<file path="src/hw/cmpc_pkg.sv">
package cmpc_pkg;

    // ------------------------------------------------------------
    // Register offsets
    // ------------------------------------------------------------
    localparam logic [7:0] CMP_CTRL_STATUS_OFFS   = 8'h50;
    localparam logic [7:0] CONV_CTRL_STATUS_B_OFFS = 8'h7b;
    localparam logic [7:0] PIN_INPUT_DISABLE_OFFS  = 8'h7f;
    localparam logic [7:0] CONV_CONTROL_OFFS       = 8'h7a;
    localparam logic [7:0] CONV_MUX_OFFS           = 8'h7c;
    localparam logic [7:0] POWER_GATE_OFFS         = 8'h64;

    // ------------------------------------------------------------
    // Field positions
    // ------------------------------------------------------------
    localparam int POWER_OFF_BIT     = 7;
    localparam int REF_SELECT_BIT    = 6;
    localparam int RESULT_BIT        = 5;
    localparam int EVENT_FLAG_BIT    = 4;
    localparam int IRQ_ENABLE_BIT    = 3;
    localparam int CAPTURE_ROUTE_BIT = 2;
    localparam int MUX_SELECT_EN_BIT = 6;
    localparam int CONV_ENABLE_BIT   = 7;
    localparam int CONV_POWER_GATE_BIT = 0;

    // ------------------------------------------------------------
    // Reset values
    // ------------------------------------------------------------
    localparam logic [7:0] CMP_CTRL_RESET   = 8'h00;
    localparam logic [7:0] CONV_B_RESET     = 8'h00;
    localparam logic [1:0] PIN_DIS_RESET    = 2'h0;
    localparam logic [2:0] CHAN_SEL_RESET   = 3'h0;

    // ------------------------------------------------------------
    // Types
    // ------------------------------------------------------------
    typedef enum logic [1:0] {
        CMPC_EV_TOGGLE   = 2'h0,
        CMPC_EV_RESERVED = 2'h1,
        CMPC_EV_FALL     = 2'h2,
        CMPC_EV_RISE     = 2'h3
    } cmpc_mode_type;

    typedef struct packed {
        logic [7:0] addr;
        logic [7:0] wdata;
        logic       wr;
        logic       rd;
    } cmpc_bus_type;

endpackage

</file>
<file path="src/hw/cmpc_event.sv">
`timescale 1ns/10ps
// Edge / toggle detector on the synchronised result
module cmpc_event (
    input  wire logic                   mclk_i,
    input  wire logic                   rst_i,
    input  wire logic                   ce_i,
    input  wire logic                   res_i,
    input  wire cmpc_pkg::cmpc_mode_type mode_i,
    output logic                        pulse_o
);
    logic prev_r;

    // Result one clock earlier
    always_ff @(posedge mclk_i or posedge rst_i) begin
        if (rst_i) begin
            prev_r <= 1'b0;
        end else if (ce_i) begin
            prev_r <= res_i;
        end
    end

    // Mode decode; reserved code gives no event
    always_comb begin
        unique case (mode_i)
            cmpc_pkg::CMPC_EV_TOGGLE:   pulse_o = res_i ^ prev_r;
            cmpc_pkg::CMPC_EV_RESERVED: pulse_o = 1'b0;
            cmpc_pkg::CMPC_EV_FALL:     pulse_o = prev_r & ~res_i;
            cmpc_pkg::CMPC_EV_RISE:     pulse_o = ~prev_r & res_i;
        endcase
    end
endmodule // cmpc_event

</file>
<file path="src/hw/cmpc_sync.sv">
`timescale 1ns/10ps
// Two-flop synchroniser; the first stage feeds only the second
module cmpc_sync (
    input  wire logic mclk_i,
    input  wire logic rst_i,
    input  wire logic ce_i,
    input  wire logic d_i,
    output logic      q_o
);
    logic meta_r;

    // --------------------------------------------------------
    // Sync stages
    // --------------------------------------------------------
    always_ff @(posedge mclk_i or posedge rst_i) begin
        if (rst_i) begin
            meta_r <= 1'b0;
            q_o    <= 1'b0;
        end else if (ce_i) begin
            meta_r <= d_i;
            q_o    <= meta_r;
        end
    end
endmodule // cmpc_sync

</file>
<file path="src/hw/cmpc_top.sv">
// Decided for this implementation: the plain strobed port.
`timescale 1ns/10ps
// What this block does
// - Raw result high when positive exceeds negative
// - Channel pin negative when mux enabled, converter off and ungated
// - Bit 6 selects bandgap as positive input
// - Result synchronised, one to two cycles
// - Bit 7 powers comparator off
// - Event flag set on matching transition
// - Flag cleared by vector or writing one
// - Interrupt when flag, enable, global enable
// - Mode 00 toggle, 10 fall, 11 rise
// - Bit 2 routes result to capture
// - Pin buffer disable forces input zero
// - Converter enable owns mux, denies comparator
module cmpc_top (
    input  wire logic       mclk_i,
    input  wire logic       rst_i,
    input  wire logic       ce_i,
    // Register port
    input  wire logic [7:0] addr_i,
    input  wire logic [7:0] wdata_i,
    input  wire logic       wr_i,
    input  wire logic       rd_i,
    output logic [7:0]      rdata_o,
    // Analog front end (abstracted as a compare result)
    input  wire logic       analog_gt_i,
    output logic            analog_power_on_o,
    output logic            pos_ref_select_o,
    output logic            neg_use_channel_o,
    output logic [2:0]      neg_channel_o,
    // Digital pin inputs of the two comparator pins
    input  wire logic [1:0] pin_digital_i,
    output logic [1:0]      pin_buffer_enable_o,
    output logic [1:0]      pin_read_o,
    // System
    input  wire logic       global_irq_enable_i,
    input  wire logic       irq_ack_i,
    output logic            irq_o,
    output logic            capture_in_o,
    output logic            capture_valid_o
);
    // ------------------------------------------------------------
    // Registers
    // ------------------------------------------------------------
    logic       power_off_r;
    logic       ref_select_r;
    logic       event_flag_r;
    logic       irq_enable_r;
    logic       capture_route_r;
    cmpc_pkg::cmpc_mode_type mode_r;
    logic       mux_select_en_r;
    logic [3:0] conv_b_low_r;
    logic [1:0] pin_dis_r;
    logic       conv_enable_r;
    logic [2:0] chan_sel_r;
    logic       power_gate_r;
    logic       raw_res;
    logic       sync_res;
    logic       ev_pulse;
    logic [1:0] pin_sync;
    logic [7:0] rdata_nxt;
    cmpc_pkg::cmpc_bus_type bus;

    assign bus = '{addr: addr_i, wdata: wdata_i, wr: wr_i, rd: rd_i};

    // ------------------------------------------------------------
    // Control register writes
    // ------------------------------------------------------------
    always_ff @(posedge mclk_i or posedge rst_i) begin
        if (rst_i) begin
            power_off_r     <= 1'b0;
            ref_select_r    <= 1'b0;
            irq_enable_r    <= 1'b0;
            capture_route_r <= 1'b0;
            mode_r          <= cmpc_pkg::CMPC_EV_TOGGLE;
        end else if (ce_i && bus.wr && bus.addr == cmpc_pkg::CMP_CTRL_STATUS_OFFS) begin
            power_off_r     <= bus.wdata[cmpc_pkg::POWER_OFF_BIT];
            ref_select_r    <= bus.wdata[cmpc_pkg::REF_SELECT_BIT];
            irq_enable_r    <= bus.wdata[cmpc_pkg::IRQ_ENABLE_BIT];
            capture_route_r <= bus.wdata[cmpc_pkg::CAPTURE_ROUTE_BIT];
            mode_r          <= cmpc_pkg::cmpc_mode_type'(bus.wdata[1:0]);
        end
    end

    // Converter side registers, also reachable from here
    always_ff @(posedge mclk_i or posedge rst_i) begin
        if (rst_i) begin
            mux_select_en_r <= 1'b0;
            conv_b_low_r    <= 4'h0;
            pin_dis_r       <= cmpc_pkg::PIN_DIS_RESET;
            conv_enable_r   <= 1'b0;
            chan_sel_r      <= cmpc_pkg::CHAN_SEL_RESET;
            power_gate_r    <= 1'b0;
        end else if (ce_i && bus.wr) begin
            unique case (bus.addr)
                cmpc_pkg::CONV_CTRL_STATUS_B_OFFS: begin
                    mux_select_en_r <= bus.wdata[cmpc_pkg::MUX_SELECT_EN_BIT];
                    conv_b_low_r    <= bus.wdata[3:0];
                end
                cmpc_pkg::PIN_INPUT_DISABLE_OFFS: pin_dis_r <= bus.wdata[1:0];
                cmpc_pkg::CONV_CONTROL_OFFS: conv_enable_r <= bus.wdata[cmpc_pkg::CONV_ENABLE_BIT];
                cmpc_pkg::CONV_MUX_OFFS: chan_sel_r <= bus.wdata[2:0];
                cmpc_pkg::POWER_GATE_OFFS: power_gate_r <= bus.wdata[cmpc_pkg::CONV_POWER_GATE_BIT];
                default: ;
            endcase
        end
    end

    // ------------------------------------------------------------
    // Analog steering
    // ------------------------------------------------------------
    // The mux is only lent out while the converter is off and ungated
    assign neg_use_channel_o = mux_select_en_r & ~conv_enable_r & ~power_gate_r;
    assign neg_channel_o     = chan_sel_r;
    assign pos_ref_select_o  = ref_select_r;
    assign analog_power_on_o = ~power_off_r;
    // Powered-off comparator presents a steady low result
    assign raw_res = analog_gt_i & ~power_off_r;

    // ------------------------------------------------------------
    // Result synchroniser and event detection
    // ------------------------------------------------------------
    cmpc_sync u_sync (
        .mclk_i (mclk_i),
        .rst_i  (rst_i),
        .ce_i   (ce_i),
        .d_i    (raw_res),
        .q_o    (sync_res)
    );

    cmpc_event u_event (
        .mclk_i  (mclk_i),
        .rst_i   (rst_i),
        .ce_i    (ce_i),
        .res_i   (sync_res),
        .mode_i  (mode_r),
        .pulse_o (ev_pulse)
    );

    // Event flag: a new event wins over any clear in the same cycle
    always_ff @(posedge mclk_i or posedge rst_i) begin
        if (rst_i) begin
            event_flag_r <= 1'b0;
        end else if (ce_i) begin
            if (ev_pulse) begin
                event_flag_r <= 1'b1;
            end else if (irq_ack_i) begin
                event_flag_r <= 1'b0;
            end else if (bus.wr && bus.addr == cmpc_pkg::CMP_CTRL_STATUS_OFFS
                         && bus.wdata[cmpc_pkg::EVENT_FLAG_BIT]) begin
                event_flag_r <= 1'b0;
            end
        end
    end

    // Irq request is a level; mode or power changes with irq on may fire it
    assign irq_o = event_flag_r & irq_enable_r & global_irq_enable_i;

    // ------------------------------------------------------------
    // Capture routing
    // ------------------------------------------------------------
    assign capture_in_o    = capture_route_r & sync_res;
    assign capture_valid_o = capture_route_r;

    // ------------------------------------------------------------
    // Pin input path
    // ------------------------------------------------------------
    genvar gi;
    generate
        for (gi = 0; gi < 2; gi++) begin : g_pin
            cmpc_sync u_pin_sync (
                .mclk_i (mclk_i),
                .rst_i  (rst_i),
                .ce_i   (ce_i),
                .d_i    (pin_digital_i[gi]),
                .q_o    (pin_sync[gi])
            );
            assign pin_buffer_enable_o[gi] = ~pin_dis_r[gi];
            assign pin_read_o[gi]          = pin_sync[gi] & ~pin_dis_r[gi];
        end
    endgenerate

    // ------------------------------------------------------------
    // Read path, data in the cycle after the strobe
    // ------------------------------------------------------------
    always_comb begin
        rdata_nxt = 8'h00;
        unique case (bus.addr)
            cmpc_pkg::CMP_CTRL_STATUS_OFFS:
                rdata_nxt = {power_off_r, ref_select_r, sync_res, event_flag_r,
                             irq_enable_r, capture_route_r, mode_r};
            cmpc_pkg::CONV_CTRL_STATUS_B_OFFS:
                rdata_nxt = {1'b0, mux_select_en_r, 2'b00, conv_b_low_r};
            cmpc_pkg::PIN_INPUT_DISABLE_OFFS:
                rdata_nxt = {6'h00, pin_dis_r};
            cmpc_pkg::CONV_CONTROL_OFFS:
                rdata_nxt = {conv_enable_r, 7'h00};
            cmpc_pkg::CONV_MUX_OFFS:
                rdata_nxt = {5'h00, chan_sel_r};
            cmpc_pkg::POWER_GATE_OFFS:
                rdata_nxt = {7'h00, power_gate_r};
            default:
                rdata_nxt = 8'h00;
        endcase
    end

    // Read data register
    always_ff @(posedge mclk_i or posedge rst_i) begin
        if (rst_i) begin
            rdata_o <= 8'h00;
        end else if (ce_i) begin
            rdata_o <= bus.rd ? rdata_nxt : 8'h00;
        end
    end

endmodule // cmpc_top

</file>
<file path="config.mk">
export PLATFORM = sky130hd
export DESIGN_NAME = cmpc_top
export DESIGN_NICKNAME = d
export VERILOG_FILES = /design/src/hw/cmpc_pkg.sv /design/src/hw/cmpc_event.sv /design/src/hw/cmpc_sync.sv /design/src/hw/cmpc_top.sv
export SDC_FILE = /design/constraint.sdc
export NUM_CORES = 1
export LEC_CHECK = 0
export BUFFER_PORTS_ARGS = -buffer_cell sky130_fd_sc_hd__buf_2
export CORE_ASPECT_RATIO = 0.9
export CORE_MARGIN = 4
export CORE_UTILIZATION = 51
export DETAILED_ROUTE_END_ITERATION = 12
export PLACE_DENSITY = 0.86
export SLEW_MARGIN = 20
export SYNTH_ARGS = -nofsm -noshare
export SYNTH_HDL_FRONTEND = slang
export SYNTH_SLANG_ARGS = --single-unit
</file>
<file path="constraint.sdc">
create_clock -name mclk_i -period 1.9 [get_ports mclk_i]
set_clock_uncertainty 0.1 [all_clocks]
set_input_delay 0.285 -clock mclk_i [delete_from_list [all_inputs] [get_ports mclk_i]]
set_output_delay 0.285 -clock mclk_i [all_outputs]
set_load 0.1 [all_outputs]
</file>
==> impl_results.md <==
* CTS Buf Count at 5
* CTS tree: done
* Placement row count at 19
* Ys Warns at 0
* Design area at 0.00220 sq mm
* DRT iter0 DRCs at 135
* Leading cell types by count after synthesis: dfrtp_1, mux2_2, inv_1, nand2_1
* Fmax achieved at 567 MHz
* Sequential power share at 0.465
* Largest cells by area after synthesis: dfrtp_1, mux2_2, inv_1, nand2_1, a22oi_1
* Max Slew Vio Count at 0
* GRT Util Overall at 0.202
* Switching power at 0.420 mW
* Final hold violations at 0
* Synth unique cells at 39
* Longest Clk Path Bufs at 2
* Die area at 0.00431 sq mm
* CP max FO at 3
* Sequential share of the synthesized area at 0.502
* Vias in the first global route at 1423
* Cts hold-fix bufs at 1
* Initial antenna violation count at 0
* Internal power at 1.26 mW
* Share of the synthesized area in the top cell type at 0.502
* Fin crit period at 1760 ps
* Via count at 1455
* GPL Wtd Cong at 0.875
* Mapped Area at 0.00170 sq mm
* Vias per Instance at 5.57
* Height of the chip at 62.7 microns
* Root Driver: clkbuf_8
* # port buffers at 45
* Layout net count at 247
* HP Class: primary input to flop
* Gate power share at 0.138
* Leakage at 1.08 nW
* Clock Latency Late Sink at 280 ps
* Setup repair bufs after CTS at 0
* CP top delay family: simple AND/OR/NAND/NOR gates
* Pwr/cell area at 762 mW/mm^2
* Slowest-stage cell, CP: or4b_4
* Crit path buf inv count at 1
* Worst-path clk slew at 60 ps
* Synth Register Bits at 34
* Area leader, netlist: dfrtp_1
* Worst slew margin at 0.610
* Crit end category: flop
* Max IR drop VDD at 0.000727 V
* Crit path required time at 1970 ps
* Die width at 68.8 microns
* Pin slew with the least headroom to its limit at 586 ps
* Max incr delay on CP at 560 ps
* I/O pin count at 47
* Cells after DPL at 253
* Placed cell area at 0.00208 sq mm
* Final Util at 0.708
* Area grow syn2layout at 30.0%
* Wire length of the first global-routing pass at 6580 microns
* Cell Chain, Critical Path: buf_2 -> or4b_4 -> nor2_2 -> or4b_1 -> mux2_1
* Data arrival, critical path at 1830 ps
* Routed wire length at 3910 microns
* Final ANT Viol Nets at 0
* Setup Crit Path Kind: primary input to flop
* Most frequent cell after synthesis: dfrtp_1
* Post-synth top flop: dfrtp_1
* Async SR Flop Fraction at 1.00
* Number of synthesized flops with an enable pin at 0
* CP Launch Type: primary input
* Starting Density at 0.544
* Drt wl/cell at 15.0 microns
* Non-Filler Instances at 261
* Clock sinks at 34
* First-pass detailed-route iteration total at 4
* Status: finished, final reports clean
* Ant diodes at 0
* Dpl hpwl at 3000 microns
* Post-CTS sizing at 0
* RSZ-0062 raised after global routing: no
* CTS H-tree depth at 2
* Share of cells above drive strength 1 at 0.457
* Power share of the clock group at 0.397
* Hold Slack at 127 ps
* Final Cycle Share at 0.928
* # DRC at 0
* Post-Syn Instances at 157
* Max-cap viol count at 0
* Remaining global-route overflow at 0
* Final Setup Violations at 0
* Largest net degree at the start of global routing at 35
* Synth Area per Inst at 10.8 sq um
* Switching portion of total power at 0.250
* Post-synth net total at 185
* Core area at 0.00311 sq mm
-- path summary, 6_finish.rpt --
path                                         endpoint  slack, ps              from  depth (start not counted)
min reg2reg                                u_sync.q_o        400     u_sync.meta_r                          2
max                                      power_gate_r        140         addr_i[7]                          5
min in group asynchronous  g_pin[1].u_pin_sync.meta_r        520             rst_i                          4
min                        g_pin[0].u_pin_sync.meta_r        130  pin_digital_i[0]                          2
max in group asynchronous            neg_channel_o[1]        860             rst_i                          4
max reg2reg                                rdata_o[0]        350      power_gate_r                          4
-- worst register-to-register path: stages (launching register included) --
cell and delay, ps:
dfrtp_1 400, or3b_2 460, a211oi_1 300, a211oi_1 90
o22ai_1 120
-- power by group through the flow --
| stage | Combinational, mW | Clock [mW] | Sequential (mW) |
|---|---|---|---|
| global placement | 0.225 | 0 | 0.792 |
| CTS | 0.232 | 0.681 | 0.782 |
| global route | 0.252 | 0.716 | 0.786 |
| detailed placement | 0.228 | 0 | 0.795 |
| floorplan | 0.139 | 0 | 0.808 |
| finish | 0.231 | 0.667 | 0.782 |
-- routing by layer --
metal | global-route usage | part of all wire | vias up
li1 | - | - | 694
met1 | 0.284 | 0.43 | 699
met2 | 0.299 | 0.48 | 56
met3 | 0.0558 | 0.081 | 6
met4 | 0.0657 | 0.011 | 0
met5 | 0 | 0 | -
-- placed cells by master, fill, tap and decap left out, types with 2 or more instances in the layout --
master and n:
a211oi_1 3, o22ai_1 6, buf_4 16, nor4_1 3
dfrtp_2 2, nor4_2 2, mux2_2 19, nor3_1 4
nand4_1 3, clkbuf_8 6, inv_1 15, nand3_1 4
nand2_1 12, nand2b_1 4, buf_2 45, or3b_2 2
ha_1 2, dfrtp_1 32, o21ai_0 6, and3_1 2
a22oi_1 5, nor2b_1 4, nor2b_2 2
-- state kept, by name (all words and copies together), names as in the netlist, 2 cells and up --
name and flops:
mode_r 2, g_pin.u_pin_sync.q_o 2, neg_channel_o 3, pin_dis_r 2
conv_b_low_r 4, rdata_o 8, g_pin.u_pin_sync.meta_r 2
-- cell type report --
class	count	area, sq um
Inverter	15	56.3
Clock buffer	6	82.6
Clock inverter	1	30.0
Fill cell	245	911
Multi-Input combinational cell	101	773
Timing Repair Buffer	62	355
Tap cell	42	52.6
Sequential cell	34	853
-- kinds of logic (layout without fill, tap and decap cells) --
| logic type | after synthesis | after routing | synth area share |
|---|---|---|---|
| multiplexers | 21 | 21 | 0.139 |
| AO/OA/AOI/OAI | 28 | 28 | 0.113 |
| flip-flops | 34 | 34 | 0.502 |
| buffers and inverters | 22 | 84 | 0.0539 |
| adder cells (fa/ha/maj) | 2 | 2 | 0.0148 |
| AND/OR/NAND/NOR | 49 | 49 | 0.173 |
| XOR/XNOR | 1 | 1 | 0.00517 |
-- metrics by stage --
| stage | power (mW) | setup WS [ps] | TNS (ps) |
|---|---|---|---|
| floorplan | 0.948 | -90.1 | -161 |
| global placement | 1.02 | -140 | -227 |
| detailed placement | 1.02 | -154 | -230 |
| CTS | 1.70 | 149 | 0 |
| global route | 1.75 | 90.4 | 0 |
| finish | 1.68 | 137 | 0 |
(Power assumes the default switching activity.)
